### config.mk
export PLATFORM = sky130hd
export DESIGN_NAME = dss_top
export DESIGN_NICKNAME = d
export VERILOG_FILES = /design/src/rtl/dss_pkg.sv /design/src/rtl/dss_top.sv
export VERILOG_INCLUDE_DIRS = /design/src /design/src/rtl
export SDC_FILE = /design/constraint.sdc
export NUM_CORES = 1
export LEC_CHECK = 0
export BUFFER_PORTS_ARGS = -buffer_cell sky130_fd_sc_hd__buf_2
export CAP_MARGIN = 40
export CORE_MARGIN = 1.5
export CORE_UTILIZATION = 30
export DETAILED_ROUTE_END_ITERATION = 7
export PLACE_DENSITY = 0.47
export SETUP_SLACK_MARGIN = 0.2
export SYNTH_ARGS = -nofsm -noshare
export SYNTH_HDL_FRONTEND = slang
export SYNTH_SLANG_ARGS = --single-unit
### constraint.sdc
create_clock -name hclk -period 4.4 [get_ports hclk]
set_input_delay 0.66 -clock hclk [delete_from_list [all_inputs] [get_ports hclk]]
set_output_delay 0.66 -clock hclk [all_outputs]
set_load 0.05 [all_outputs]
### src/rtl/dss_consts.svh
// register indices, field positions, reset values and function codes
// assumes word-aligned register access (byte address = index * 4)
`ifndef DSS_CONSTS_SVH
`define DSS_CONSTS_SVH
`define DSS_IX_CTRL        6'h00
`define DSS_IX_INCH_FREQ   6'h01
`define DSS_IX_INCH_RAMP   6'h02
`define DSS_IX_RAMP_REF    6'h03
`define DSS_IX_PRESET      6'h04
`define DSS_IX_PRESET_LAST 6'h12
`define DSS_IX_TMAP        6'h14
`define DSS_IX_CMD         6'h1C
`define DSS_IX_STATUS      6'h1D
`define DSS_IX_FREQ        6'h1E
`define DSS_CTRL_INH_LSB   0
`define DSS_CTRL_OPM_LSB   2
`define DSS_CTRL_PINCH     5
`define DSS_CMD_FWD        0
`define DSS_CMD_REV        1
`define DSS_CMD_INCH2      2
`define DSS_INH_REV        2'h1
`define DSS_INH_FWD        2'h2
`define DSS_OPM_NO_INCH    3'h3
`define DSS_OPM_PUSH       3'h4
`define DSS_FREQ_MAX       16'hE678
`define DSS_RAMP_MAX       16'h8CA0
`define DSS_NOT_SEL        16'h270F
`define DSS_INCH_FREQ_RST  16'h01F4
`define DSS_INCH_RAMP_RST  16'h0005
`define DSS_G1_HIGH_RST    16'h1770
`define DSS_G2_HIGH_RST    16'h1388
`define DSS_MID_RST        16'h0BB8
`define DSS_LOW_RST        16'h03E8
`define DSS_SLOT_HIGH      4'h0
`define DSS_SLOT_MID       4'h1
`define DSS_SLOT_LOW       4'h2
`define DSS_SLOT_SPEED8    4'h7
`define DSS_FN_LOW         6'h00
`define DSS_FN_MID         6'h01
`define DSS_FN_HIGH        6'h02
`define DSS_FN_INCH1       6'h05
`define DSS_FN_EXT         6'h08
`define DSS_FN_INCH2       6'h1E
`define DSS_FN_NONE        6'h3F
`define DSS_INCH1_TERMS    7
`endif

### src/rtl/dss_pkg.sv
// shared types of the speed and direction selector
// assumes nothing beyond a SystemVerilog compiler
package dss_pkg;
    typedef enum logic [1:0] {PANEL_STOP, PANEL_FWD, PANEL_REV} dss_panel_e;
    typedef logic [15:0] dss_freq_t;
endpackage

### src/rtl/dss_top.sv
// speed command and rotation direction selector with ahb-lite registers
// assumes one 100 MHz clock; contacts and panel keys arrive unsynchronised
`timescale 1ns/1ps
`include "dss_consts.svh"

module dss_top #(
    parameter int NT         = 8,
    parameter int INIT_GROUP = 1
) (
    input  wire logic          hclk,
    input  wire logic          hresetn,
    input  wire logic          hsel,
    input  wire logic [31:0]   haddr,
    input  wire logic [1:0]    htrans,
    input  wire logic          hwrite,
    input  wire logic [2:0]    hsize,
    input  wire logic [31:0]   hwdata,
    input  wire logic          hready,
    output logic      [31:0]   hrdata,
    output logic               hreadyout,
    output logic               hresp,
    input  wire logic [NT-1:0] term_in,
    input  wire logic          forward_start_input,
    input  wire logic          reverse_start_input,
    input  wire logic          second_function_select,
    input  wire logic          panel_run_key,
    input  wire logic          panel_fwd_key,
    input  wire logic          panel_rev_key,
    input  wire logic          panel_stop_key,
    input  wire logic          analog4_valid,
    input  wire logic [15:0]   analog4_freq,
    input  wire logic [15:0]   analog2_freq,
    output logic               motor_run,
    output logic               motor_reverse,
    output logic               inching_active,
    output logic               second_ramp_enable,
    output logic      [15:0]   freq_command,
    output logic      [15:0]   inching_ramp_time,
    output logic      [15:0]   ramp_reference_frequency
);
    localparam int PW = NT + 7;
    localparam int PF = NT;
    localparam int PR = NT + 1;
    localparam int PS = NT + 2;
    localparam int KR = NT + 3;
    localparam int KF = NT + 4;
    localparam int KV = NT + 5;
    localparam int KS = NT + 6;

    typedef struct packed {
        logic [PW-1:0]          sync1;
        logic [PW-1:0]          sync2;
        logic [PW-1:0]          prev;
        logic [1:0]             inhibit;
        logic [2:0]             opmode;
        logic                   panel_inch;
        dss_pkg::dss_freq_t     inch_freq;
        logic [15:0]            inch_ramp;
        dss_pkg::dss_freq_t     ramp_ref;
        logic [14:0][15:0]      preset;
        logic [NT-1:0][5:0]     tmap;
        logic [2:0]             cmd;
        dss_pkg::dss_panel_e    panel;
        logic                   acc_wr;
        logic                   acc_rd;
        logic [5:0]             aidx;
        logic [31:0]            rdata;
        logic                   rdy;
        logic                   run;
        logic                   rev;
        logic                   inch;
        logic                   second;
        dss_pkg::dss_freq_t     freq;
        logic [15:0]            ramp;
    } dss_state_s;

    function automatic dss_state_s rst_val();
        dss_state_s r;
        r = '0;
        r.inch_freq = `DSS_INCH_FREQ_RST;
        r.inch_ramp = `DSS_INCH_RAMP_RST;
        r.ramp_ref = (INIT_GROUP == 2) ? `DSS_G2_HIGH_RST
                                       : `DSS_G1_HIGH_RST;
        for (int i = 0; i < 15; i++)
            r.preset[i] = `DSS_NOT_SEL;
        r.preset[`DSS_SLOT_HIGH] = r.ramp_ref;
        r.preset[`DSS_SLOT_MID] = `DSS_MID_RST;
        r.preset[`DSS_SLOT_LOW] = `DSS_LOW_RST;
        for (int i = 0; i < NT; i++)
            r.tmap[i] = `DSS_FN_NONE;
        r.tmap[0] = `DSS_FN_LOW;
        r.tmap[1] = `DSS_FN_MID;
        r.tmap[2] = `DSS_FN_HIGH;
        r.panel = dss_pkg::PANEL_STOP;
        r.rdy = 1'b1;
        return r;
    endfunction

    localparam dss_state_s RST_STATE = rst_val();

    dss_state_s s_q;
    dss_state_s s_d;

    logic [NT-1:0] hit_low;
    logic [NT-1:0] hit_mid;
    logic [NT-1:0] hit_high;
    logic [NT-1:0] hit_ext;
    logic [NT-1:0] hit_inch1;
    logic [NT-1:0] hit_inch2;

    // function decode of each assignable terminal
    for (genvar i = 0; i < NT; i++)
    begin : g_term
        assign hit_low[i]  = s_q.sync2[i] && s_q.tmap[i] == `DSS_FN_LOW;
        assign hit_mid[i]  = s_q.sync2[i] && s_q.tmap[i] == `DSS_FN_MID;
        assign hit_high[i] = s_q.sync2[i] && s_q.tmap[i] == `DSS_FN_HIGH;
        assign hit_ext[i]  = s_q.sync2[i] && s_q.tmap[i] == `DSS_FN_EXT;
        assign hit_inch1[i] = (i < `DSS_INCH1_TERMS) && s_q.sync2[i]
                              && s_q.tmap[i] == `DSS_FN_INCH1;
        assign hit_inch2[i] = s_q.sync2[i]
                              && s_q.tmap[i] == `DSS_FN_INCH2;
    end

    logic [3:0]  code;
    logic [3:0]  slot;
    logic [15:0] lower_val;
    logic [15:0] preset_val;
    logic        preset_on;

    always_comb
    begin
        code = {|hit_ext, |hit_high, |hit_mid, |hit_low};
        preset_on = |code;
        // lower-speed select wins when a combination is unset
        if (code[0])
            lower_val = s_q.preset[`DSS_SLOT_LOW];
        else if (code[1])
            lower_val = s_q.preset[`DSS_SLOT_MID];
        else if (code[2])
            lower_val = s_q.preset[`DSS_SLOT_HIGH];
        else
            lower_val = s_q.preset[`DSS_SLOT_LOW];
        if (code[3])
            slot = code - 4'h1;
        else
        begin
            case (code)
                4'h3:    slot = 4'h3;
                4'h5:    slot = 4'h4;
                4'h6:    slot = 4'h5;
                4'h7:    slot = 4'h6;
                default: slot = 4'hF;
            endcase
        end
        if (slot == 4'hF || s_q.preset[slot] == `DSS_NOT_SEL)
            preset_val = lower_val;
        else
            preset_val = s_q.preset[slot];
    end

    logic inch_ok;
    logic inch_sel;
    logic held_f;
    logic held_r;
    logic fwd_all;
    logic rev_all;
    logic fwd_ok;
    logic rev_ok;
    logic run_d;
    logic [PW-1:0] rise;
    logic [5:0]  pidx;
    logic [5:0]  tidx;
    logic [15:0] wv;

    always_comb
    begin
        s_d = s_q;
        rise = s_q.sync2 & ~s_q.prev;
        s_d.sync1 = {panel_stop_key, panel_rev_key, panel_fwd_key,
                     panel_run_key, second_function_select,
                     reverse_start_input, forward_start_input, term_in};
        s_d.sync2 = s_q.sync1;
        s_d.prev = s_q.sync2;

        inch_ok = s_q.opmode != `DSS_OPM_NO_INCH;
        inch_sel = inch_ok && (|hit_inch1 || |hit_inch2
                   || s_q.cmd[`DSS_CMD_INCH2]);
        // held-key panel inching, outside one-push mode
        held_f = inch_ok && s_q.panel_inch && s_q.opmode != `DSS_OPM_PUSH
                 && (s_q.sync2[KR] || s_q.sync2[KF]);
        held_r = inch_ok && s_q.panel_inch && s_q.opmode != `DSS_OPM_PUSH
                 && s_q.sync2[KV];

        // one-push panel inching in mode 4
        case (s_q.panel)
            dss_pkg::PANEL_STOP:
            begin
                if ((rise[KR] || rise[KF])
                    && s_q.inhibit != `DSS_INH_FWD)
                    s_d.panel = dss_pkg::PANEL_FWD;
                else if (rise[KV] && s_q.inhibit != `DSS_INH_REV)
                    s_d.panel = dss_pkg::PANEL_REV;
            end
            dss_pkg::PANEL_FWD,
            dss_pkg::PANEL_REV:
            begin
                if (s_q.sync2[KS])
                    s_d.panel = dss_pkg::PANEL_STOP;
            end
            default: s_d.panel = dss_pkg::PANEL_STOP;
        endcase
        if (s_q.opmode != `DSS_OPM_PUSH)
            s_d.panel = dss_pkg::PANEL_STOP;

        fwd_all = s_q.sync2[PF] || s_q.cmd[`DSS_CMD_FWD] || held_f
                  || s_q.panel == dss_pkg::PANEL_FWD;
        rev_all = s_q.sync2[PR] || s_q.cmd[`DSS_CMD_REV] || held_r
                  || s_q.panel == dss_pkg::PANEL_REV;
        fwd_ok = fwd_all && s_q.inhibit != `DSS_INH_FWD;
        rev_ok = rev_all && s_q.inhibit != `DSS_INH_REV;
        run_d = fwd_ok ^ rev_ok;
        s_d.run = run_d;
        s_d.rev = rev_ok && !fwd_ok;
        s_d.inch = run_d && (inch_sel || held_f || held_r
                   || s_q.panel != dss_pkg::PANEL_STOP);
        s_d.second = s_q.sync2[PS] && !s_d.inch;
        s_d.ramp = s_q.inch_ramp;
        if (s_d.inch)
            s_d.freq = s_q.inch_freq;
        else if (preset_on)
            s_d.freq = preset_val;
        else if (analog4_valid)
            s_d.freq = analog4_freq;
        else
            s_d.freq = analog2_freq;

        // ahb-lite slave: writes zero wait, reads one wait state
        wv = hwdata[15:0];
        pidx = s_q.aidx - `DSS_IX_PRESET;
        tidx = s_q.aidx - `DSS_IX_TMAP;
        s_d.acc_wr = 1'b0;
        s_d.acc_rd = 1'b0;
        s_d.rdy = 1'b1;
        if (hsel && htrans[1] && hready)
        begin
            s_d.aidx = haddr[7:2];
            s_d.acc_wr = hwrite;
            s_d.acc_rd = !hwrite;
            s_d.rdy = hwrite;
        end
        if (s_q.acc_wr)
        begin
            if (s_q.aidx == `DSS_IX_CTRL)
            begin
                if (hwdata[`DSS_CTRL_INH_LSB +: 2] != 2'h3)
                    s_d.inhibit = hwdata[`DSS_CTRL_INH_LSB +: 2];
                s_d.opmode = hwdata[`DSS_CTRL_OPM_LSB +: 3];
                s_d.panel_inch = hwdata[`DSS_CTRL_PINCH];
            end
            else if (s_q.aidx == `DSS_IX_INCH_FREQ && wv <= `DSS_FREQ_MAX)
                s_d.inch_freq = wv;
            else if (s_q.aidx == `DSS_IX_INCH_RAMP && wv <= `DSS_RAMP_MAX)
                s_d.inch_ramp = wv;
            else if (s_q.aidx == `DSS_IX_RAMP_REF && wv <= `DSS_FREQ_MAX)
                s_d.ramp_ref = wv;
            else if (s_q.aidx >= `DSS_IX_PRESET
                     && s_q.aidx <= `DSS_IX_PRESET_LAST)
            begin
                if (wv <= `DSS_FREQ_MAX || (pidx > 6'h2
                    && wv == `DSS_NOT_SEL))
                    s_d.preset[pidx[3:0]] = wv;
            end
            else if (s_q.aidx >= `DSS_IX_TMAP
                     && tidx < 6'(NT))
                s_d.tmap[tidx[3:0]] = hwdata[5:0];
            else if (s_q.aidx == `DSS_IX_CMD)
                s_d.cmd = hwdata[2:0];
        end
        if (s_q.acc_rd)
        begin
            s_d.rdata = '0;
            if (s_q.aidx == `DSS_IX_CTRL)
                s_d.rdata[5:0] = {s_q.panel_inch, s_q.opmode, s_q.inhibit};
            else if (s_q.aidx == `DSS_IX_INCH_FREQ)
                s_d.rdata[15:0] = s_q.inch_freq;
            else if (s_q.aidx == `DSS_IX_INCH_RAMP)
                s_d.rdata[15:0] = s_q.inch_ramp;
            else if (s_q.aidx == `DSS_IX_RAMP_REF)
                s_d.rdata[15:0] = s_q.ramp_ref;
            else if (s_q.aidx >= `DSS_IX_PRESET
                     && s_q.aidx <= `DSS_IX_PRESET_LAST)
                s_d.rdata[15:0] = s_q.preset[pidx[3:0]];
            else if (s_q.aidx >= `DSS_IX_TMAP && tidx < 6'(NT))
                s_d.rdata[5:0] = s_q.tmap[tidx[3:0]];
            else if (s_q.aidx == `DSS_IX_CMD)
                s_d.rdata[2:0] = s_q.cmd;
            else if (s_q.aidx == `DSS_IX_STATUS)
                s_d.rdata[3:0] = {s_q.second, s_q.inch, s_q.rev, s_q.run};
            else if (s_q.aidx == `DSS_IX_FREQ)
                s_d.rdata[15:0] = s_q.freq;
        end
    end

    always_ff @(posedge hclk or negedge hresetn)
    begin
        if (!hresetn)
            s_q <= RST_STATE;
        else
            s_q <= s_d;
    end

    assign hrdata = s_q.rdata;
    assign hreadyout = s_q.rdy;
    assign hresp = 1'b0;
    assign motor_run = s_q.run;
    assign motor_reverse = s_q.rev;
    assign inching_active = s_q.inch;
    assign second_ramp_enable = s_q.second;
    assign freq_command = s_q.freq;
    assign inching_ramp_time = s_q.ramp;
    assign ramp_reference_frequency = s_q.ramp_ref;
endmodule
== After elaboration in Yosys (flattened, before gate mapping) ==
Cells that the tools add are included.
Operators by class
  add/subtract/negate cells: 3
  $lt $le $gt $ge: 12
  eq/ne operators: 61
  muxes and demuxes: 50
  bitwise logic cells: 9
  reduce and logical (&&, ||, !) cells: 115
Operator list (count)
  16-bit 2-to-1 mux: 24
  240-bit bitwise mux: 1
  16-bit binary-select mux with 4-bit select: 2
  1-bit logical AND: 69
  6-bit by 5-bit == test with 1-bit output (second input constant): 11
  16-bit demux with 4-bit select: 1
  6-bit by 2-bit == test with 1-bit output (second input constant): 10
  6-bit by 1-bit == test with 1-bit output (second input constant): 9
  6-bit zero test: 9
  48-bit bitwise mux: 1
  6-bit by 4-bit == test with 1-bit output (second input constant): 8
  6-bit by 3-bit == test with 1-bit output (second input constant): 7
  8-bit OR reduction: 5
  16-bit by 14-bit == test with 1-bit output (second input constant): 2
  16-bit less-or-equal comparator (second input constant): 2
  32-bit OR reduction: 1
  6-bit 2-to-1 mux: 4
  10-bit 2-to-1 mux: 2
  6-bit binary-select mux with 3-bit select: 1
  6-bit demux with 3-bit select: 1
  4-bit case mux with 4 select lines: 1
  1-bit logical OR: 15
  14-bit AND: 1
  14-bit inverter: 1
  other kinds (42): 62
Storage, ports and cells
  bits in registers: 452
  logic and storage cells: 295

== Depth between registers and ports, before layout ==
Gate-level depths: netlist of the first run.
  word-level depth: 19
  gate-level depth with buffers: 22
  depth with buffers taken out: 18

== Least setup slack after synthesis of the first run ==
OpenSTA, ideal clock, no wires.
  kind: reg-to-reg
  from: register s_q[119] in the netlist's numbering
  to: register s_q, in the netlist freq_command[0]
  arrival: 4601 ps
  required time: 4274 ps
  path slack: -327 ps
  cell stages (with the launch flop): 21
  path buffers: 3
  clock period less this slack: 4727 ps
  cell sequence: dfstp_2 nor3_1 nand3b_1 o221ai_1 nor4_1 clkbuf_1 clkbuf_1 inv_1 ha_1 nor2_1 nor2_1 o21ai_1 o21ai_4 buf_4 a221oi_1 a221oi_1 a2bb2oi_1 nand4_1 nor4_4 nor3_2 a221o_1
RTL lines
  start, declared: line dss_top.sv:101  | dss_state_s s_q;
  start signal, assigned: line dss_top.sv:307  | s_q <= RST_STATE;
  start signal, assigned: line dss_top.sv:309  | s_q <= s_d;

==> results.sh, run 1 <==
export IMPL_wl_per_cell_um=26.1
export IMPL_grt_max_degree=96
export IMPL_maxSlewViolCount=0
export IMPL_endpoint_kind="flip-flop"
export IMPL_timing_slew_headroom=0.398
export IMPL_crit_end="freq_command[0]"
export IMPL_synth_top_area_frac=0.285
export IMPL_r2r_end="freq_command[0]"
export IMPL_worstMarginPinSlew_ns=0.891
export IMPL_synthTopCellsByArea="dfrtp_1 28%, dfstp_2 18%, mux2_2 16%, mux4_2 7.0%, nand2_1 2.8%"
export IMPL_power_density_nw_per_um2=506
export IMPL_num_antenna_cells=0
export IMPL_initial_utilization=0.303
export IMPL_rr_startpoint="s_q[123]"
export IMPL_fin_crit_sh=1.01
export IMPL_skew_ns=0.0348
export IMPL_port_buffers=144
export IMPL_num_rows=104
export IMPL_synthCells=2092
export IMPL_drv_cap=0
export IMPL_clockBufferDepth=3
export IMPL_worstPathMaxFanout=18
export IMPL_ys_flop_type="dfrtp_1"
export IMPL_antenna_found_initial=1
export IMPL_cp_depth=18
export IMPL_postRouteAntennaNets=0
export IMPL_start_kind="flip-flop"
export IMPL_finalCriticalPeriod_ns=4.43
export IMPL_synth_edff_count=0
export IMPL_wirelength_mm=91.1
export IMPL_grt_pass1_vias=19227
export IMPL_path_cells="nor3_4 -> nand3b_1 -> o221ai_2 -> nor4_4 -> buf_4 -> buf_4 -> buf_4 -> nand3_1 -> and2_1 -> buf_4 -> buf_4 -> o21ai_1 -> a2bb2oi_2 -> nand4_1 -> nor4_4 -> nor3_2 -> buf_4 -> a221o_1"
export IMPL_cts_root_buf="clkbuf_16"
export IMPL_path_class="reg -> reg"
export IMPL_grt_pass1_wl_mm=134
export IMPL_vias=19157
export IMPL_ios=208
export IMPL_cp_slowest_cell="dfstp_2"
export IMPL_die_h_um=288
export IMPL_numCtsBuffers=48
export IMPL_ir_worst_vdd_mv=0.233
export IMPL_status="complete, but fails checks"
export IMPL_leakagePower_uw=0.0135
export IMPL_yosysWarnings=0
export IMPL_finalSetupTns_ns=-0.0756
export IMPL_fmax_mhz=226
export IMPL_violations="negative setup slack"
export IMPL_synth_top_cell_by_area="dfrtp_1"
export IMPL_critPathMaxStageDelay_ns=0.56
export IMPL_post_route_drc_count=0
export IMPL_drt_iter0_drc=1667
export IMPL_die_area_sq_um=82800
export IMPL_total_power_uw=15300
export IMPL_clk_latency_ns=0.61
export IMPL_via_per_inst=5.50
export IMPL_finalHoldViolCount=0
export IMPL_clk_pin_slew_ns=0.06
export IMPL_gp_congestion=0.914
export IMPL_synth_seq_cells=441
export IMPL_syn_area_sq_um=24300
export IMPL_rrSetupSlack_ns=-0.03
export IMPL_chipWidth_um=288
export IMPL_grt_usage=0.218
export IMPL_core_area_sq_um=80400
export IMPL_holdCritPathClass="in -> async"
export IMPL_cts_sinks=441
export IMPL_timing_critical_path_buf_inv=6
export IMPL_cts_hold_buf=0
export IMPL_dp_hpwl_mm=63.8
export IMPL_yosysSeqAreaShare=0.462
export IMPL_fin_nets=2525
export IMPL_synth_lib_cells_used_distinct=85
export IMPL_htree_levels=2
export IMPL_drive_above_1_share=0.519
export IMPL_path_common_cell="buf_4"
export IMPL_reg2reg_depth=18
export IMPL_crit_arrival_ns=4.92
export IMPL_synthArstFlopShare=1.00
export IMPL_final_util=0.377
export IMPL_startpoint="s_q[123]"
export IMPL_tritoncts="yes"
export IMPL_grt_overflow=0
export IMPL_syn_avg_cell_area_sq_um=11.6
export IMPL_setup_ws_ns=-0.0331
export IMPL_rsz0062_at_grt="true"
export IMPL_area_growth_pct=24.7
export IMPL_critPathRequiredTime_ns=4.88
export IMPL_dr_pass1_iters=5
export IMPL_setup_violations=5
export IMPL_cp_top_family="simple AND/OR/NAND/NOR gates"
-- layout make-up --
class / count / area, sq um
clock buffer: 68 / 1370
clock inverter: 19 / 238
fill: 7811 / 50100
inverter: 38 / 143
multi-input combinational: 1386 / 12300
sequential: 441 / 11200
tap: 1060 / 1330
timing repair buffer: 474 / 3750
-- flip-flops by register name (all words and copies together), names as in the netlist --
| name | cells |
|---|---|
| freq_command | 16 |
| hrdata | 16 |
| hreadyout | 1 |
| inching_active | 1 |
| inching_ramp_time | 16 |
| motor_reverse | 1 |
| motor_run | 1 |
| ramp_reference_frequency | 16 |
| s_d | 46 |
| s_q | 326 |
| second_ramp_enable | 1 |
-- cells in the mapped netlist (19+ instances only) --
library cell	n
nor2_1	85
buf_2	25
mux4_2	76
nand4_1	20
mux2_2	351
inv_1	38
a211oi_1	36
nand2_1	183
o211ai_1	19
nor3_1	21
clkbuf_1	109
o22ai_1	29
dfrtp_1	277
buf_4	86
o21ai_0	75
a22oi_1	26
a21oi_1	100
dfstp_2	164
nand3_1	35
mux2i_1	64
-- what timing repair did --
item / CTS / global route
pin swaps: 47 / 13
endpoints found under the setup margin: 16 / 16
resized for setup: 114 / 19
cloned: 1 / 0
setup buffers: 30 / 7
-- routing by layer --
metal | vias to the layer above | share of wire | GRT usage
met4 | 2 | 0.026 | 0.0573
met1 | 10034 | 0.44 | 0.300
met3 | 123 | 0.062 | 0.0325
met2 | 704 | 0.47 | 0.358
met5 | - | 0.00013 | 0
li1 | 8294 | - | -
-- power breakdown --
group	switching, uW	internal [uW]
logic	3620	2700
registers	348	4480
clock network	1740	2450
-- stage by stage --
| stage | setup slack, ns | instances | instance area [sq um] | hold WS, ns |
|---|---|---|---|---|
| 5_1_grt | -0.217 | 3486 | 30300 | 0.0716 |
| 3_3_place_gp | -0.566 | 3358 | 27700 | 0.334 |
| 6_report | -0.0331 | 3486 | 30300 | 0.0395 |
| 3_5_place_dp | -0.593 | 3361 | 27800 | 0.335 |
| 4_1_cts | -0.0234 | 3479 | 30200 | 0.0485 |
| 2_1_floorplan | 0.205 | 2108 | 24400 | 0.331 |
-- cells by family (layout without fill, tap and decap cells) --
kind of cell / after synthesis / count (layout) / synth area share
AOI/OAI and AO/OA: 419 / 419 / 0.117
adders and majority gates: 14 / 14 / 0.00720
buffers and inverters: 281 / 599 / 0.0610
DFF: 441 / 441 / 0.462
muxes: 491 / 491 / 0.259
other: 1 / 17 / 0.000154
and+or+nand+nor: 445 / 445 / 0.0936
-- cell usage in the layout (no fill, tap or decap), types with 12 or more instances in the layout --
cell and count:
clkbuf_16 48, dfstp_2 164, buf_4 271, o21ai_0 69, nand2_1 179, nor2_1 81
dfrtp_1 274, inv_1 36, o211ai_1 19, mux2i_1 64, a21oi_1 92, mux2_2 351
buf_2 145, a22oi_1 21, nand3_1 32, buf_6 16, o22ai_1 28, nand4_1 20
nor3_1 13, a211oi_1 34, mux4_2 76, conb_1 17, buf_12 34, o211a_1 12
-- worst min path at each step --
stage / from / to / slack, ns / depth (start not counted)
2_1_floorplan: s_d[439] / s_d[424] / 0.33 / 0
3_3_place_gp: s_d[439] / s_d[424] / 0.33 / 0
3_5_place_dp: s_d[443] / s_d[428] / 0.33 / 0
4_1_cts: hresetn / s_q[156] / 0.05 / 1
5_1_grt: hresetn / s_q[174] / 0.07 / 1
6_report: hresetn / s_q[174] / 0.04 / 1
Power figures use the tool's default switching activity.
==> run 2, diff against run 1 <==
--- a/config.mk
+++ b/config.mk
@@ -8,11 +8,13 @@
 export LEC_CHECK = 0
 export BUFFER_PORTS_ARGS = -buffer_cell sky130_fd_sc_hd__buf_2
 export CAP_MARGIN = 40
+export CORE_ASPECT_RATIO = 1.2
 export CORE_MARGIN = 1.5
 export CORE_UTILIZATION = 30
 export DETAILED_ROUTE_END_ITERATION = 7
 export PLACE_DENSITY = 0.47
 export SETUP_SLACK_MARGIN = 0.2
+export SKIP_CTS_REPAIR_TIMING = 1
 export SYNTH_ARGS = -nofsm -noshare
 export SYNTH_HDL_FRONTEND = slang
 export SYNTH_SLANG_ARGS = --single-unit
==> run 2 against run 1 <==
Net effect:
- the flow still finishes with violations (negative setup slack)
- clock skew decreased by 0.0096 ns
- setup slack got worse by 0.0074 ns
- flip-flop and latch count unchanged
==> results.sh, run 2 (synthesized netlist as in run 1, its figures left out) <==
export IMPL_port_buffers=144
export IMPL_drt_iter0_drc=1211
export IMPL_ir_worst_vdd_mv=0.355
export IMPL_core_area_sq_um=80400
export IMPL_chipWidth_um=263
export IMPL_rsz0062_at_grt="true"
export IMPL_p_int_uw=9960
export IMPL_place_ws_ns=-0.642
export IMPL_drv_cap=0
export IMPL_clk_pin_slew_ns=0.06
export IMPL_critPathRequiredTime_ns=4.89
export IMPL_fin_nets=2545
export IMPL_post_route_drc_count=0
export IMPL_tritoncts="yes"
export IMPL_endpoint_kind="flip-flop"
export IMPL_area_growth_pct=26.2
export IMPL_combinationalPowerShare=0.412
export IMPL_maxSlewViolCount=0
export IMPL_clk_latency_ns=0.61
export IMPL_cts_sinks=441
export IMPL_status="complete, but fails checks"
export IMPL_start_kind="flip-flop"
export IMPL_switching_share=0.366
export IMPL_setup_violations=6
export IMPL_path_class="reg -> reg"
export IMPL_fmax_mhz=225
export IMPL_grt_overflow=0
export IMPL_p_sw_uw=5760
export IMPL_power_frac_seq=0.306
export IMPL_timing_hold_ws_ns=0.129
export IMPL_via_per_inst=5.42
export IMPL_dp_cells=3353
export IMPL_dp_hpwl_mm=61.3
export IMPL_most_common_layout_cells="351 x mux2_2, 282 x buf_4, 274 x dfrtp_1, 175 x nand2_1, 164 x dfstp_2"
export IMPL_worstMarginPinSlew_ns=0.910
export IMPL_htree_levels=2
export IMPL_finalHoldViolCount=0
export IMPL_num_rows=114
export IMPL_final_cells=3496
export IMPL_fillers=7910
export IMPL_wl_per_cell_um=25.1
export IMPL_worstPathMaxFanout=6
export IMPL_crit_arrival_ns=4.93
export IMPL_finalSetupTns_ns=-0.201
export IMPL_finalCriticalPeriod_ns=4.44
export IMPL_largest_reg_flops=326
export IMPL_holdCritPathClass="in -> async"
export IMPL_total_power_uw=15700
export IMPL_leakagePower_uw=0.0137
export IMPL_cts_root_buf="clkbuf_16"
export IMPL_power_density_nw_per_um2=512
export IMPL_vias=18944
export IMPL_timing_slew_headroom=0.392
export IMPL_ios=208
export IMPL_cp_slowest_cell="dfstp_2"
export IMPL_initial_utilization=0.302
export IMPL_die_area_sq_um=82800
export IMPL_skew_ns=0.0251
export IMPL_grt_max_degree=108
export IMPL_die_h_um=315
export IMPL_violations="negative setup slack"
export IMPL_gp_congestion=0.892
export IMPL_final_common_cell="mux2_2"
export IMPL_postRouteAntennaNets=0
export IMPL_clockBufferDepth=3
export IMPL_setup_ws_ns=-0.0405
export IMPL_grt_usage=0.206
export IMPL_critPathMaxStageDelay_ns=0.55
export IMPL_dr_pass1_iters=5
export IMPL_grt_pass1_vias=19428
export IMPL_fin_crit_sh=1.01
export IMPL_path_cells="nor3_4 -> nand4b_1 -> o311ai_4 -> nor4_4 -> buf_6 -> inv_6 -> ha_4 -> buf_6 -> a211oi_4 -> a21oi_4 -> buf_12 -> buf_12 -> buf_12 -> buf_6 -> a221oi_2 -> o21ai_1 -> a32oi_2 -> nand4b_1 -> nor4_4 -> nor3_4 -> a221o_1"
export IMPL_wirelength_mm=87.8
export IMPL_top_register="s_q"
export IMPL_numCtsBuffers=53
export IMPL_drive_above_1_share=0.532
export IMPL_antenna_found_initial=1
export IMPL_clkPwrFrac=0.282
export IMPL_grt_pass1_wl_mm=129
[run 2: cell count changes in the layout (fill, tap and decap cells not counted), sizes merged]
cell,previous run,this run
a21oi,103,104
buf,474,486
bufinv,5,3
clkbuf,68,81
clkinv,12,10
clkinvlp,1,2
diode,0,1
inv,39,41
[run 2: metrics by stage]
step | util | area (sq um)
floorplan | - | 24400
global placement | 0.345 | 27700
detailed placement | 0.345 | 27800
CTS | 0.367 | 29500
global route | 0.382 | 30700
finish | 0.382 | 30700
[run 2: layer usage]
| layer | track usage | wire [um] | part of all wire |
|---|---|---|---|
| met5 | 0 | 0 | 0 |
| met4 | 0.0800 | 3390 | 0.039 |
| met3 | 0.0219 | 3460 | 0.039 |
| met2 | 0.363 | 44600 | 0.51 |
| met1 | 0.260 | 36300 | 0.41 |
[run 2: critical path, delay by kind of cell (launching register included)]
kind | cells | cell delay (ns)
DFF | 1 | 0.55
buffers and inverters | 7 | 0.87
adders and majority gates | 1 | 0.17
and+or+nand+nor | 6 | 1.25
AOI/OAI and AO/OA | 7 | 1.46
[run 2: final timing paths]
path	start	to	slack, ns	depth (start not counted)
min in group hclk	reverse_start_input	s_d[448]	0.15	1
hold reg to reg	s_d[451]	s_d[436]	0.35	0
max in group asynchronous	hresetn	s_q[338]	3.24	2
setup / recovery	s_q[116]	freq_command[8]	-0.04	21
hold / removal	hresetn	s_d[443]	0.13	1
setup reg to reg	s_q[116]	freq_command[8]	-0.04	21
[run 2: power by group through the flow]
stage          clock (uW)  combinational [uW]  sequential, uW
6_report             4430                6480            4810
5_1_grt              4720                6830            4850
4_1_cts              4560                5540            4800
3_5_place_dp            0                5520            4860
3_3_place_gp            0                5480            4840
2_1_floorplan           0                3110            4740
[run 2: final cells by class]
class,instances,area (sq um),area share
multi-input combinational,1387,12400,0.403
tap,1044,1310,0.0426
timing repair buffer,488,3880,0.126
antenna,1,2.50,0.0000815
inverter,38,148,0.00481
clock inverter,18,181,0.00591
clock buffer,79,1580,0.0513
sequential,441,11200,0.366
==> run 3, diff against run 2 <==
--- a/config.mk
+++ b/config.mk
@@ -13,7 +13,7 @@
 export CORE_UTILIZATION = 30
 export DETAILED_ROUTE_END_ITERATION = 7
 export PLACE_DENSITY = 0.47
-export SETUP_SLACK_MARGIN = 0.2
+export SETUP_SLACK_MARGIN = 0.15
 export SKIP_CTS_REPAIR_TIMING = 1
 export SYNTH_ARGS = -nofsm -noshare
 export SYNTH_HDL_FRONTEND = slang
==> constraint.sdc (replaced) <==
create_clock -name hclk -period 4.4 [get_ports hclk]
set_input_delay 0.88 -clock hclk [delete_from_list [all_inputs] [get_ports hclk]]
set_output_delay 0.88 -clock hclk [all_outputs]
set_load 0.005 [all_outputs]
==> run 3 against run 2 <==
Net effect:
- the run still ends with negative setup slack left
- critical path depth shrank 1
- register-to-register slack worse by 0.30 ns
- combinational power shrank 8.2%
- clock skew grew 0.0035 ns
- via count about the same
- largest power group unchanged
- highest routed layer unchanged
==> results.sh, run 3 (synthesized netlist as in run 1, its figures left out) <==
export IMPL_status="complete, but fails checks"
export IMPL_violations="negative setup slack"
export IMPL_htree_levels=2
export IMPL_numCtsBuffers=53
export IMPL_path_cells="nor4b_1 -> buf_4 -> a22oi_1 -> and4_4 -> clkinvlp_4 -> ha_4 -> buf_6 -> a211oi_4 -> a21oi_4 -> buf_4 -> buf_12 -> a21oi_4 -> a22oi_2 -> o211ai_1 -> o31a_1 -> nand4b_1 -> nor4_4 -> buf_4 -> o21ai_1 -> a221o_1"
export IMPL_cp_top_family="compound AO/OA/AOI/OAI gates"
export IMPL_port_buffers=144
export IMPL_core_area_sq_um=80400
export IMPL_drt_iter0_drc=1403
export IMPL_skew_ns=0.0286
export IMPL_place_ws_ns=-0.619
export IMPL_leakagePower_uw=0.0138
export IMPL_total_power_uw=15500
export IMPL_gp_congestion=0.908
export IMPL_tritoncts="yes"
export IMPL_vias=18959
export IMPL_fmax_mhz=211
export IMPL_clockBufferDepth=3
export IMPL_grt_pass1_wl_mm=130
export IMPL_final_common_cell="mux2_2"
export IMPL_wirelength_mm=88.1
export IMPL_cts_sinks=441
export IMPL_antenna_found_initial=2
export IMPL_clk_latency_ns=0.62
export IMPL_cts_root_buf="clkbuf_16"
export IMPL_grt_usage=0.208
export IMPL_worstPathMaxFanout=11
export IMPL_grt_overflow=0
export IMPL_largest_reg_flops=326
export IMPL_die_area_sq_um=82800
export IMPL_stdcell_area_sq_um=30700
export IMPL_holdCritPathClass="reg -> reg"
export IMPL_grt_pass1_vias=19708
export IMPL_endpoint_kind="flip-flop"
export IMPL_num_antenna_cells=0
export IMPL_finalHoldViolCount=0
export IMPL_critPathMaxStageDelay_ns=0.43
export IMPL_worstMarginPinSlew_ns=0.998
export IMPL_chipWidth_um=263
export IMPL_rsz0062_at_grt="true"
export IMPL_via_per_inst=5.42
export IMPL_placed_cell_area_sq_um=27900
export IMPL_dp_hpwl_mm=61.8
export IMPL_fin_crit_sh=1.08
export IMPL_regArea_sq_um=11200
export IMPL_drive_above_1_share=0.517
export IMPL_path_common_cell="buf_4"
export IMPL_timing_slew_headroom=0.335
export IMPL_critPathRequiredTime_ns=4.90
export IMPL_wl_per_cell_um=25.2
export IMPL_num_rows=114
export IMPL_initial_utilization=0.302
export IMPL_dr_pass1_iters=5
export IMPL_clk_pin_slew_ns=0.06
export IMPL_fillers=7900
export IMPL_setup_violations=16
export IMPL_crit_arrival_ns=5.23
export IMPL_postRouteAntennaNets=0
export IMPL_path_class="reg -> reg"
export IMPL_power_density_nw_per_um2=505
export IMPL_most_common_layout_cells="351 x mux2_2, 285 x buf_4, 274 x dfrtp_1, 178 x nand2_1, 164 x dfstp_2"
export IMPL_post_route_drc_count=0
export IMPL_fin_nets=2547
export IMPL_ios=208
export IMPL_timing_critical_path_buf_inv=6
export IMPL_drv_cap=0
export IMPL_multi_input_area_sq_um=12200
export IMPL_area_growth_pct=26.4
export IMPL_die_h_um=315
export IMPL_grt_max_degree=116
export IMPL_cp_slowest_cell="dfrtp_1"
export IMPL_top_register="s_q"
export IMPL_ir_worst_vdd_mv=0.491
export IMPL_start_kind="flip-flop"
export IMPL_setup_ws_ns=-0.337
export IMPL_maxSlewViolCount=0
export IMPL_finalCriticalPeriod_ns=4.74
## run 3: cell count changes in the layout (fill, tap and decap cells not counted), sizes merged
| cell | delta |
|---|---|
| buf | +2 |
| bufinv | +4 |
| clkbuf | +9 |
| clkinv | -7 |
| clkinvlp | -1 |
| diode | -1 |
| inv | -2 |
## run 3: worst paths after layout
| kind | from | endpoint | slack (ns) | cells past startpoint |
|---|---|---|---|---|
| worst min-delay path | s_d[439] | s_d[424] | 0.33 | 0 |
| worst max register to register | s_d[424] | freq_command[1] | -0.34 | 20 |
| worst max-delay path | s_d[424] | freq_command[1] | -0.34 | 20 |
| min in group asynchronous | hresetn | s_d[443] | 0.41 | 1 |
| worst min register to register | s_d[439] | s_d[424] | 0.33 | 0 |
| max in group asynchronous | hresetn | s_q[142] | 2.87 | 2 |
## run 3: stage by stage
| stage | cells | util | hold slack (ns) | TNS (ns) |
|---|---|---|---|---|
| detailed placement | 3360 | 0.347 | 0.335 | -8.13 |
| floorplan | 2108 | - | 0.331 | 0 |
| global placement | 3357 | 0.346 | 0.332 | -8.11 |
| finish | 3500 | 0.382 | 0.332 | -3.01 |
| CTS | 3460 | 0.370 | 0.337 | -9.04 |
| global route | 3500 | 0.382 | 0.343 | -4.45 |
## run 3: power by group
part	total [uW]	internal (uW)	leakage (uW)	switching, uW
logic	5950	2720	0.00742	3230
clock network	4760	2970	0.000933	1790
registers	4820	4480	0.00541	342
## run 3: area by class of cell
class,instances,share of cell area
Tap cell,1044,0.0425
Clock buffer,88,0.0540
Sequential cell,441,0.366
Multi-Input combinational cell,1387,0.397
Clock inverter,12,0.00789
Timing Repair Buffer,490,0.128
Inverter,38,0.00476
## run 3: metal layers
metal | track usage | part of all wire | vias to the layer above
met5 | 0 | 0 | -
met4 | 0.0913 | 0.047 | 0
met3 | 0.0247 | 0.042 | 184
met2 | 0.367 | 0.50 | 580
met1 | 0.255 | 0.41 | 9848
li1 | - | - | 8347
